File: config.mk
export PLATFORM = sky130hd
export DESIGN_NAME = epti_top
export DESIGN_NICKNAME = d
export VERILOG_FILES = /design/src/core/epti_pkg.sv /design/src/core/epti_egress_map.sv /design/src/core/epti_top.sv
export SDC_FILE = /design/constraint.sdc
export NUM_CORES = 1
export LEC_CHECK = 0
export ABC_CLOCK_PERIOD_IN_PS = 1770
export BUFFER_PORTS_ARGS = -buffer_cell sky130_fd_sc_hd__buf_4
export CAP_MARGIN = 20
export CORE_ASPECT_RATIO = 1.5
export CORE_MARGIN = 2
export CORE_UTILIZATION = 46
export CTS_CLUSTER_DIAMETER = 30
export CTS_CLUSTER_SIZE = 14
export DETAILED_ROUTE_END_ITERATION = 7
export GPL_TIMING_DRIVEN = 0
export PLACE_DENSITY = 0.77
export SETUP_SLACK_MARGIN = 0.2
export SLEW_MARGIN = 20
export SYNTH_ARGS = -nofsm -noshare
export SYNTH_HDL_FRONTEND = slang
export SYNTH_SLANG_ARGS = --single-unit
File: constraint.sdc
create_clock -name CLK_SYS -period 1.77 [get_ports CLK_SYS]
set_input_delay 0.0885 -clock CLK_SYS [delete_from_list [all_inputs] [get_ports CLK_SYS]]
set_output_delay 0.0885 -clock CLK_SYS [all_outputs]
set_load 0.01 [all_outputs]
File: src/core/epti_pkg.sv
// Package for the egress source-VLAN-ID tag insertion block.
// Holds register offsets, field layout, reset values and port counts.
// Assumes an 8-bit register address space and 8-bit register data.
`default_nettype none

package epti_pkg;

    // ************************************************************
    // Port counts and widths
    // ************************************************************
    // Switch ports numbered 1 to 5
    localparam int NUM_PORTS = 5;
    // Register address and data widths
    localparam int ADDR_W = 8;
    localparam int DATA_W = 8;
    // Insertion control bits per ingress port, one per other egress port
    localparam int CTRL_W = 4;
    // Width of a port number
    localparam int PNUM_W = 3;
    // Width of a VLAN ID
    localparam int VID_W = 12;

    // ************************************************************
    // Per-port insertion control register offsets
    // ************************************************************
    localparam logic [ADDR_W-1:0] OFS_P1_INS_CTRL = 8'hb0;
    localparam logic [ADDR_W-1:0] OFS_P2_INS_CTRL = 8'hc0;
    localparam logic [ADDR_W-1:0] OFS_P3_INS_CTRL = 8'hd0;
    localparam logic [ADDR_W-1:0] OFS_P4_INS_CTRL = 8'he0;
    localparam logic [ADDR_W-1:0] OFS_P5_INS_CTRL = 8'hf0;

    // ************************************************************
    // Field layout and reset values
    // ************************************************************
    // Insertion bits sit in [3:0]; [7:4] are reserved and read as zero
    localparam int INS_FIELD_LSB = 0;
    localparam logic [CTRL_W-1:0] INS_CTRL_RST = 4'h0;
    localparam logic [DATA_W-1:0] RD_DATA_RST = 8'h00;
    // Zero-extension of the reserved upper nibble on readback
    localparam logic [DATA_W-CTRL_W-1:0] RSVD_READ_VAL = 4'h0;

endpackage : epti_pkg

`default_nettype wire

File: src/core/epti_egress_map.sv
// Combinational map from one ingress port's relative control bits
// to an absolute egress port mask.
// Assumes the ingress port number is 1..5; any other value maps to none.
`default_nettype none

module epti_egress_map #(
    parameter int NUM_PORTS = epti_pkg::NUM_PORTS
) (
    // Ingress port number, 1-based
    input wire logic [epti_pkg::PNUM_W-1:0] src_port,
    // Relative control bits: [0] lowest other egress ... [3] highest
    input wire logic [epti_pkg::CTRL_W-1:0] ctrl,
    // Absolute egress mask: bit g stands for egress port g+1
    output logic [NUM_PORTS-1:0] egress_map
);

    // Control bits lined up for egress ports below the ingress port
    logic [NUM_PORTS-1:0] ctrl_below;
    // Control bits shifted up one for egress ports above the ingress port
    logic [NUM_PORTS-1:0] ctrl_above;

    assign ctrl_below = {1'b0, ctrl};
    assign ctrl_above = {ctrl, 1'b0};

    // ************************************************************
    // Relative position decode, one slice per egress port
    // ************************************************************
    // The ingress port itself is skipped, so the relative index
    // is the egress number minus one below it and minus two above it.
    for (genvar g = 0; g < NUM_PORTS; g++) begin : g_egress
        // Egress port number of this slice
        localparam logic [epti_pkg::PNUM_W-1:0] EG_NUM = epti_pkg::PNUM_W'(g + 1);
        always_comb begin
            if (src_port == 3'h0 || src_port > 3'(NUM_PORTS)) begin
                // Unknown ingress port never gets insertion
                egress_map[g] = 1'b0;
            end else if (EG_NUM < src_port) begin
                egress_map[g] = ctrl_below[g];
            end else if (EG_NUM > src_port) begin
                egress_map[g] = ctrl_above[g];
            end else begin
                // No frame is forwarded back out of its own port
                egress_map[g] = 1'b0;
            end
        end
    end

endmodule : epti_egress_map

`default_nettype wire

File: src/core/epti_top.sv
// Top of the egress source-VLAN-ID tag insertion block.
// Holds the five per-port insertion control registers and, per frame,
// decides on which egress ports the source port's default VLAN ID is inserted.
// Assumes register accesses and frame lookups come from logic on CLK_SYS.
// Assumes the global enable is a level from a register on the same clock.
// Assumes frame lookups are one-cycle pulses; there is no back-pressure.
//
// Summary of operation
// - Bit 2: tag second-highest other egress port
// - Bit 1: tag second-lowest other egress port
// - Bit 0: tag lowest other egress port
// - Global enable gates every per-port insertion
// - Bit 3: tag highest other egress port
`default_nettype none

module epti_top #(
    parameter int NUM_PORTS = epti_pkg::NUM_PORTS
) (
    // System clock, 100 MHz
    input wire logic CLK_SYS,
    // Synchronous reset, active high
    input wire logic RST,
    // Global insertion enable, from bit 2 of the global register 135
    input wire logic GLOBAL_PVID_INS_EN,
    // Register write strobe, one-cycle pulse
    input wire logic REG_WR,
    // Register read strobe, one-cycle pulse
    input wire logic REG_RD,
    // Register byte address
    input wire logic [epti_pkg::ADDR_W-1:0] REG_ADDR,
    // Register write data
    input wire logic [epti_pkg::DATA_W-1:0] REG_WDATA,
    // Register read data, valid with REG_RVALID
    output logic [epti_pkg::DATA_W-1:0] REG_RDATA,
    // Read answer pulse, one cycle after REG_RD
    output logic REG_RVALID,
    // Frame lookup request, one-cycle pulse
    input wire logic FRM_VALID,
    // Ingress port number of the frame, 1..5
    input wire logic [epti_pkg::PNUM_W-1:0] FRM_SRC_PORT,
    // Egress ports the frame is forwarded to, bit g is port g+1
    input wire logic [NUM_PORTS-1:0] FRM_DST_MASK,
    // Frame already carried a VLAN tag on ingress
    input wire logic FRM_TAGGED,
    // Default VLAN ID of the frame's ingress port
    input wire logic [epti_pkg::VID_W-1:0] FRM_PVID,
    // Lookup answer pulse, one cycle after FRM_VALID
    output logic INS_VALID,
    // Egress ports on which the tag is to be inserted
    output logic [NUM_PORTS-1:0] INS_MASK,
    // VLAN ID to insert, the ingress port's default
    output logic [epti_pkg::VID_W-1:0] INS_VID
);

    // ************************************************************
    // Register storage
    // ************************************************************
    // Insertion control nibble per ingress port, index 0 is port 1
    logic [epti_pkg::CTRL_W-1:0] ins_ctrl_reg [NUM_PORTS];
    // Offsets of the per-port registers, in port order
    logic [epti_pkg::ADDR_W-1:0] ofs_tab [NUM_PORTS];
    // Read mux result
    logic [epti_pkg::DATA_W-1:0] rdata_next;
    // Control nibble selected by the frame's ingress port
    logic [epti_pkg::CTRL_W-1:0] sel_ctrl;
    // Absolute egress mask from the relative bits
    logic [NUM_PORTS-1:0] egress_map;
    // Insertion mask before registering
    logic [NUM_PORTS-1:0] ins_mask_next;

    // Offset table kept as nets so write and read decode share one map
    assign ofs_tab[0] = epti_pkg::OFS_P1_INS_CTRL;
    assign ofs_tab[1] = epti_pkg::OFS_P2_INS_CTRL;
    assign ofs_tab[2] = epti_pkg::OFS_P3_INS_CTRL;
    assign ofs_tab[3] = epti_pkg::OFS_P4_INS_CTRL;
    assign ofs_tab[4] = epti_pkg::OFS_P5_INS_CTRL;

    // ************************************************************
    // Register writes
    // ************************************************************
    // Writes to reserved bits [7:4] are dropped; they always read zero
    for (genvar p = 0; p < NUM_PORTS; p++) begin : g_port_reg
        always_ff @(posedge CLK_SYS) begin
            if (RST) begin
                ins_ctrl_reg[p] <= epti_pkg::INS_CTRL_RST;
            end else if (REG_WR && REG_ADDR == ofs_tab[p]) begin
                ins_ctrl_reg[p] <= REG_WDATA[epti_pkg::INS_FIELD_LSB +: epti_pkg::CTRL_W];
            end
        end
    end

    // ************************************************************
    // Register reads
    // ************************************************************
    // Unmapped addresses answer with zero rather than stale data
    // A write and a read of one register in one cycle return the old value
    always_comb begin
        rdata_next = epti_pkg::RD_DATA_RST;
        for (int p = 0; p < NUM_PORTS; p++) begin
            if (REG_ADDR == ofs_tab[p]) begin
                rdata_next = {epti_pkg::RSVD_READ_VAL, ins_ctrl_reg[p]};
            end
        end
    end

    // Read answer registered so the outputs come from flops
    always_ff @(posedge CLK_SYS) begin
        if (RST) begin
            REG_RDATA <= epti_pkg::RD_DATA_RST;
            REG_RVALID <= 1'b0;
        end else begin
            REG_RVALID <= REG_RD;
            if (REG_RD) begin
                REG_RDATA <= rdata_next;
            end
        end
    end

    // ************************************************************
    // Per-frame insertion decision
    // ************************************************************
    // Pick the ingress port's control nibble; unknown ports give zero
    always_comb begin
        sel_ctrl = epti_pkg::INS_CTRL_RST;
        for (int p = 0; p < NUM_PORTS; p++) begin
            if (FRM_SRC_PORT == 3'(p + 1)) begin
                sel_ctrl = ins_ctrl_reg[p];
            end
        end
    end

    epti_egress_map #(
        .NUM_PORTS(NUM_PORTS)
    ) u_map (
        .src_port(FRM_SRC_PORT),
        .ctrl(sel_ctrl),
        .egress_map(egress_map)
    );

    // gate by enable and tag
    // A tagged frame keeps its own tag, so it never gets a second one
    // Limitation: the decision uses the nibble as of the last finished write
    assign ins_mask_next = (GLOBAL_PVID_INS_EN && !FRM_TAGGED) ? (egress_map & FRM_DST_MASK) : '0;

    // Answer one cycle after the request; mask is cleared between frames
    // INS_VID holds its value so downstream logic may pick it up late
    always_ff @(posedge CLK_SYS) begin
        if (RST) begin
            INS_VALID <= 1'b0;
            INS_MASK <= '0;
            INS_VID <= '0;
        end else begin
            INS_VALID <= FRM_VALID;
            INS_MASK <= FRM_VALID ? ins_mask_next : '0;
            if (FRM_VALID) begin
                INS_VID <= FRM_PVID;
            end
        end
    end

    // Untagged request with enable, sampled in the request cycle
    logic req_ok;
    assign req_ok = FRM_VALID && GLOBAL_PVID_INS_EN && !FRM_TAGGED;
endmodule : epti_top

`default_nettype wire

==> summary.txt, run 1 <==
CP required - 1.72 ns
drt first pass iters - 4
post-synth cell types - 43
Hold-fix buffers, CTS - 0
DP HPWL - 3771 um
Cell Count, Final, Fillers Out - 317
Syn Area/Cell - 10.55 um^2
# DRC - 0
Clock transition at path regs - 0.08 ns
Fillers - 383
dpl cells - 309
TritonCTS clock tree - yes
Syn Std Cell Area - 0.002090 mm^2
Synth Warn # - 0
max_cap viols - 0
critical path start-end classification - in -> reg
Worst Setup Start Kind - primary input
worst-path fanout max - 5
die height - 86.55 um
I/O pin total - 70
CTS max path bufs - 2
Seq/Total Area, Yosys - 50.78%
Clock Latency Late Sink - 0.29 ns
max FFs per register - 20
post-synthesis async set-or-reset flop share - 0%
number of setup buffers added after CTS - 0
vias in the first global route - 1680
slowest CP cell - nor4_4
synthesized flop and latch total - 43
Vias - 1692
Avg WL per Cell - 14.97 um
Layout Skew - 0.009423 ns
synth top area cells - edfxtp_1 (29%), dfxtp_1 (22%), mux2i_1 (10%)
# port buffers - 60
row cnt - 30
Post-synth EDFFs - 20
Fin. Hold Viols - 0
initial antenna violation count - 0
Die X-Extent - 59.03 um
post-DR vias/cell - 5.338
Slew Viols, Final - 0
H-tree level count - 2
worst vdd ir - 0.6648 mV
Crit. End Element - flop
ys flop type - dfxtp_1
worst hold path type - in -> reg
final setup fails - 0
P_leak - 1.162 nW
Tot GR Track Use - 19.80%
final RePlAce weighted congestion - 0.9256
CTS buffer count - 5
Congestion Overflow GR - 0
drt first-iter violations - 62
period utilization - 78.94%
RSZ-0062 raised after global routing - false
Die ar. - 0.005109 mm^2
largest net degree at the start of global routing - 14
pwr/cell area - 750.2 mW/mm^2
Max stage delay on crit path - 0.38 ns
antenna-violating nets left - 0
TNS Setup - 0 ns
Tmin final - 1.397 ns
Worst EP arrival - 1.35 ns
area grow syn2layout - 28.98%
initial core utilization - 47.18%
layout cell share with drive strength beyond 1 - 33.83%
first-pass GRT wire length - 7555 um
largest area contributor in the netlist - edfxtp_1
post-CTS sizing - 0
Max Clk Rate - 0.7157 GHz
CP cell instances - buf_4, nor4_4, and2_4, nand3_4, o21bai_1
clock sink count - 43
# diodes - 0
final-stage net count - 311
core footprint - 0.004429 mm^2
CTS root buf - clkbuf_8
post-synth top area share - 28.74%
synthesized instance count - 198
outcome - finished, final reports clean
final wirelength - 4744 um
## cell usage in the layout, fill, tap and decap left out, drive strengths merged, types with 3 or more instances in the layout
master	n
nand4	3
nand2	11
buf	72
nor3b	3
edfxtp	20
mux2i	21
a21oi	6
nor2	35
conb	4
o21bai	5
nand2b	4
o22ai	5
inv	10
dfxtp	23
nand3	4
nor2b	5
and2	6
clkbuf	7
o32ai	3
## through the flow
step	utilization [%]	cell area, um^2	hold slack (ns)	setup slack, ns	total power [mW]
global route	60.85	2695	0.01814	0.3151	2.106
detailed placement	58.95	2611	0.3201	0.03602	1.428
floorplan	-	2101	0.2047	0.3883	1.279
global placement	58.95	2611	0.3180	0.06984	1.423
finish	60.85	2695	0.01706	0.3728	2.022
CTS	60.85	2695	0.009981	0.3557	2.034
## synthesized netlist by cell type (2+ instances only)
cell      instances
mux2i_1          21
nand3_4           2
a21oi_1           6
buf_2             8
edfxtp_1         20
o32ai_1           3
dfxtp_1          23
nand4_4           2
nand2_1          11
nor2b_1           4
inv_1             9
a221oi_1          2
nor2_1           35
nor3b_1           3
o21ai_0           2
and2_1            5
nand2b_1          4
o22ai_1           5
nand3_1           2
buf_4             4
mux2_2            2
o21bai_1          4
## worst max-delay path, delay by kind of cell
family / cells / cell delay [ns]
buf+inv: 1 / 0.12
simple gates: 3 / 0.76
compound gates: 1 / 0.38
## metal layers
layer  global-route usage, %  up-vias  routed length, um
met5                       0        -                  0
met4                   8.264        0                 93
met3                   4.776        9                221
met2                   37.47       47               2731
met1                   19.77      799               1698
li1                        -      837                  -
## path summary, 6_finish.rpt
path              slack [ns]  cells past startpoint                from                  to
setup reg to reg        0.51                      4  ins_ctrl_reg[4][1]         INS_MASK[2]
hold / removal          0.02                      2     FRM_DST_MASK[4]         INS_MASK[4]
hold reg to reg         0.48                      2        REG_RDATA[2]        REG_RDATA[2]
setup / recovery        0.37                      5         REG_ADDR[1]  ins_ctrl_reg[1][3]
## cells by family (layout without fill, tap and decap cells)
| group | after synthesis | after routing | synth area share [%] |
|---|---|---|---|
| compound gates | 32 | 32 | 11.44 |
| other cells | 1 | 4 | 0.1795 |
| mux | 23 | 23 | 11.14 |
| simple gates | 77 | 77 | 21.32 |
| buf+inv | 22 | 90 | 5.150 |
| flops | 43 | 43 | 50.78 |
## where the power goes
part | internal [mW] | switching [mW]
logic | 0.150 | 0.150
registers | 1.08 | 0.0245
clock network | 0.277 | 0.339
## cell type report
class	instances	area (um^2)	area share [%]
multi-input combinational	136	932.1	34.59
inverter	9	33.78	1.253
clock buffer	6	72.57	2.693
tap	48	60.06	2.228
sequential	43	1061	39.37
buffer	13	73.82	2.739
clock inverter	2	11.26	0.4178
timing repair buffer	60	450.4	16.71
No activity file was read; power rests on OpenSTA's default activity.
==> run 2: changes to the inputs <==
--- a/config.mk
+++ b/config.mk
@@ -5,7 +5,8 @@
 export SDC_FILE = /design/constraint.sdc
 export NUM_CORES = 1
 export LEC_CHECK = 0
-export ABC_CLOCK_PERIOD_IN_PS = 1770
+export ABC_AREA = 1
+export ABC_CLOCK_PERIOD_IN_PS = 1350
 export BUFFER_PORTS_ARGS = -buffer_cell sky130_fd_sc_hd__buf_4
 export CAP_MARGIN = 20
 export CORE_ASPECT_RATIO = 1.5
==> constraint.sdc (replaced) <==
create_clock -name CLK_SYS -period 1.35 [get_ports CLK_SYS]
set_input_delay 0.0675 -clock CLK_SYS [delete_from_list [all_inputs] [get_ports CLK_SYS]]
set_output_delay 0.0675 -clock CLK_SYS [all_outputs]
set_load 0.01 [all_outputs]
==> summary.txt, run 2 <==
outcome - finished, final reports clean (unchanged)
Synth Warn # - 0 (unchanged)
antenna-violating nets left - 0 (unchanged)
max FFs per register - 20 (unchanged)
Worst Setup Start Kind - primary input (unchanged)
post-synth cell types - 26 (was 43)
Critical Path End - ins_ctrl_reg[4][2] (was ins_ctrl_reg[1][3])
post-synth top area share - 28.14% (was 28.74%)
RSZ-0062 raised after global routing - false (unchanged)
Tmin final - 1.054 ns
CTS buffer count - 5 (unchanged)
final-stage net count - 401 (was 311)
Tot GR Track Use - 21.07% (was 19.80%)
Avg WL per Cell - 12.52 um (was 14.97 um)
layout cell share with drive strength beyond 1 - 25.63% (was 33.83%)
max_cap viols - 0 (unchanged)
Congestion Overflow GR - 0 (unchanged)
count leader, synth - nor2_1 (unchanged)
final RePlAce weighted congestion - 0.8732 (was 0.9256)
CP required - 1.36 ns (was 1.72 ns)
period utilization - 78.04%
post-layout total power - 2.757 mW (was 2.022 mW)
first-pass GRT wire length - 8224 um (was 7555 um)
Vias - 2080 (was 1692)
Fin. Hold Viols - 0 (unchanged)
Layout Skew - 0.009684 ns (was 0.009423 ns)
Syn Std Cell Area - 0.002135 mm^2 (was 0.002090 mm^2)
initial core utilization - 47.39% (was 47.18%)
synthesized instance count - 274 (was 198)
Clock Latency Late Sink - 0.31 ns (was 0.29 ns)
worst hold path type - in -> reg (unchanged)
synth top area cells - edfxtp_1 (28%), dfxtp_1 (22%), nor2_1 (12%) (was edfxtp_1 (29%), dfxtp_1 (22%), mux2i_1 (10%))
synthesized flop and latch total - 43 (unchanged)
final wirelength - 5096 um (was 4744 um)
crit-path leading delay family - simple AND/OR/NAND/NOR gates (unchanged)
most frequent cells in the layout - nor2_1 (70), buf_4 (64), nand2_1 (45) (was buf_4 (64), nor2_1 (35), dfxtp_1 (23))
RR Endpoint - INS_MASK[1] (was INS_MASK[2])
min-delay src - FRM_DST_MASK[2] (was FRM_DST_MASK[4])
die height - 87.43 um (was 86.55 um)
slowest CP cell - nor2_8 (was nor4_4)
Worst Setup SP - REG_ADDR[3] (was REG_ADDR[1])
clock sink count - 43 (unchanged)
Seq/Total Area, Yosys - 49.71% (was 50.78%)
post-synthesis async set-or-reset flop share - 0% (unchanged)
WP depth - 8 (was 5)
number of setup buffers added after CTS - 0 (unchanged)
actual slew at the worst max-slew pin - 0.4989 ns
final setup fails - 0 (unchanged)
ys flop type - dfxtp_1 (unchanged)
Buf+Inv Stages, Crit Path - 1 (unchanged)
I/O pin total - 70 (unchanged)
post-DR vias/cell - 5.111 (was 5.338)
reg-to-reg startpoint - ins_ctrl_reg[4][1] (unchanged)
critical path start-end classification - in -> reg (unchanged)
vias in the first global route - 1954 (was 1680)
worst vdd ir - 0.8104 mV (was 0.6648 mV)
largest net degree at the start of global routing - 17 (was 14)
Max stage delay on crit path - 0.18 ns (was 0.38 ns)
# port buffers - 59 (was 60)
# DRC - 0 (unchanged)
most common cell after layout, fill and taps aside - nor2_1 (was buf_4)
P_leak - 1.368 nW (was 1.162 nW)
largest area contributor in the netlist - edfxtp_1 (unchanged)
CP cell instances - buf_4, nor2_1, nand2_2, nor2_8, nand2_4, nor2_4, nand2_1, nand2_1 (was buf_4, nor4_4, and2_4, nand3_4, o21bai_1)
Slew Viols, Final - 0 (unchanged)
Worst EP arrival - 1.07 ns (was 1.35 ns)
H-tree level count - 2 (unchanged)
row cnt - 30 (unchanged)
CTS max path bufs - 2 (unchanged)
Max Clk Rate - 0.9492 GHz
most frequent CP cell - nand2_1
worst-path fanout max - 10 (was 5)
reg-to-reg slack, setup - 0.30 ns (was 0.51 ns)
R2R cell count - 4 (unchanged)
drt first pass iters - 4 (unchanged)
DP HPWL - 3930 um (was 3771 um)
Post-synth EDFFs - 20 (unchanged)
Die ar. - 0.005213 mm^2 (was 0.005109 mm^2)
Die X-Extent - 59.62 um (was 59.03 um)
drt first-iter violations - 76 (was 62)
initial antenna violation count - 0 (unchanged)
CTS root buf - clkbuf_8 (unchanged)
# diodes - 0 (unchanged)
Syn Area/Cell - 7.790 um^2 (was 10.55 um^2)
core footprint - 0.004504 mm^2 (was 0.004429 mm^2)
Max-slew headroom - 66.62%
TritonCTS clock tree - yes (unchanged)
Crit. End Element - flop (unchanged)
area grow syn2layout - 35.93% (was 28.98%)
pwr/cell area - 950.3 mW/mm^2 (was 750.2 mW/mm^2)
Clock transition at path regs - 0.09 ns (was 0.08 ns)
Commonest cells post-synth - nor2_1 (70), nand2_1 (46), inv_1 (27) (was nor2_1 (35), dfxtp_1 (23), mux2i_1 (21))
TNS Setup - 0 ns (unchanged)
-- run 2: cell count changes after synthesis, moves of 4 or more --
cell      previous run  this run
nand2_1             11        46
o21bai_1             4         0
mux2i_1             21         0
nand2_2              0         4
clkbuf_1             1         5
o21ai_0              2        16
and2_1               5         0
nand2b_1             4         0
nand3_1              2        21
nor2b_1              4         0
nand4_1              1         7
inv_1                9        27
buf_2                8         0
nor2_1              35        70
-- run 2: layout make-up --
type	instances	area, um^2
fillers	410	1603
flip-flops and latches	43	1061
multi-input cells	194	923.4
repair buffers	74	593.1
inverters	30	112.6
clock buffers	5	68.82
well taps	48	60.06
plain buffers	10	56.30
clock inverters	3	26.28
-- run 2: repair_timing --
action | CTS | global route
hold buffers | 15 | 0
endpoints found under the hold margin | 16 | 0
setup endpoints to repair | 0 | 4
gates resized for setup | 0 | 2
-- run 2: worst min-delay path by stage --
stage,endpoint,slack [ns],depth (start not counted)
6_report,INS_MASK[2],0.004,3
5_1_grt,INS_MASK[2],0.02,3
2_1_floorplan,REG_RDATA[3],0.13,1
3_3_place_gp,REG_RDATA[3],0.26,2
3_5_place_dp,REG_RDATA[3],0.26,2
4_1_cts,INS_MASK[2],0.01,3
-- run 2: worst min-delay path: stages --
cell,delay (ns)
buf_4,0.11
nand3_1,0.07
nor2_1,0.04
-- run 2: power breakdown --
part	total, mW	internal, mW	switching (mW)
Sequential	1.46	1.42	0.0340
Combinational	0.411	0.198	0.214
Clock	0.889	0.384	0.504
-- run 2: kinds of logic after synthesis --
family | synth area share [%]
flip-flops | 49.71
other | 0.1757
AO/OA/AOI/OAI | 7.797
AND/OR/NAND/NOR | 34.41
buffers and inverters | 7.914
-- run 2: layer usage --
layer  track usage (%)  vias up  share of wire (%)
met5                 0        -                  0
met4             9.091        0                3.0
met1             22.32      942                 38
met3             4.903       16                4.7
li1                  -     1053                  -
met2             38.46       69                 55
-- run 2: through the flow --
stage	std cells	util [%]	hold slack, ns	setup slack [ns]	area (um^2)
after detailed placement	384	58.81	0.2646	-0.08680	2649
after global routing	407	64.42	0.01772	0.2266	2902
after global placement	384	58.81	0.2632	-0.06163	2649
final	407	64.42	0.003904	0.2964	2902
after floorplan	277	-	0.1299	0.2002	2146
after CTS	407	64.25	0.01009	0.2395	2894
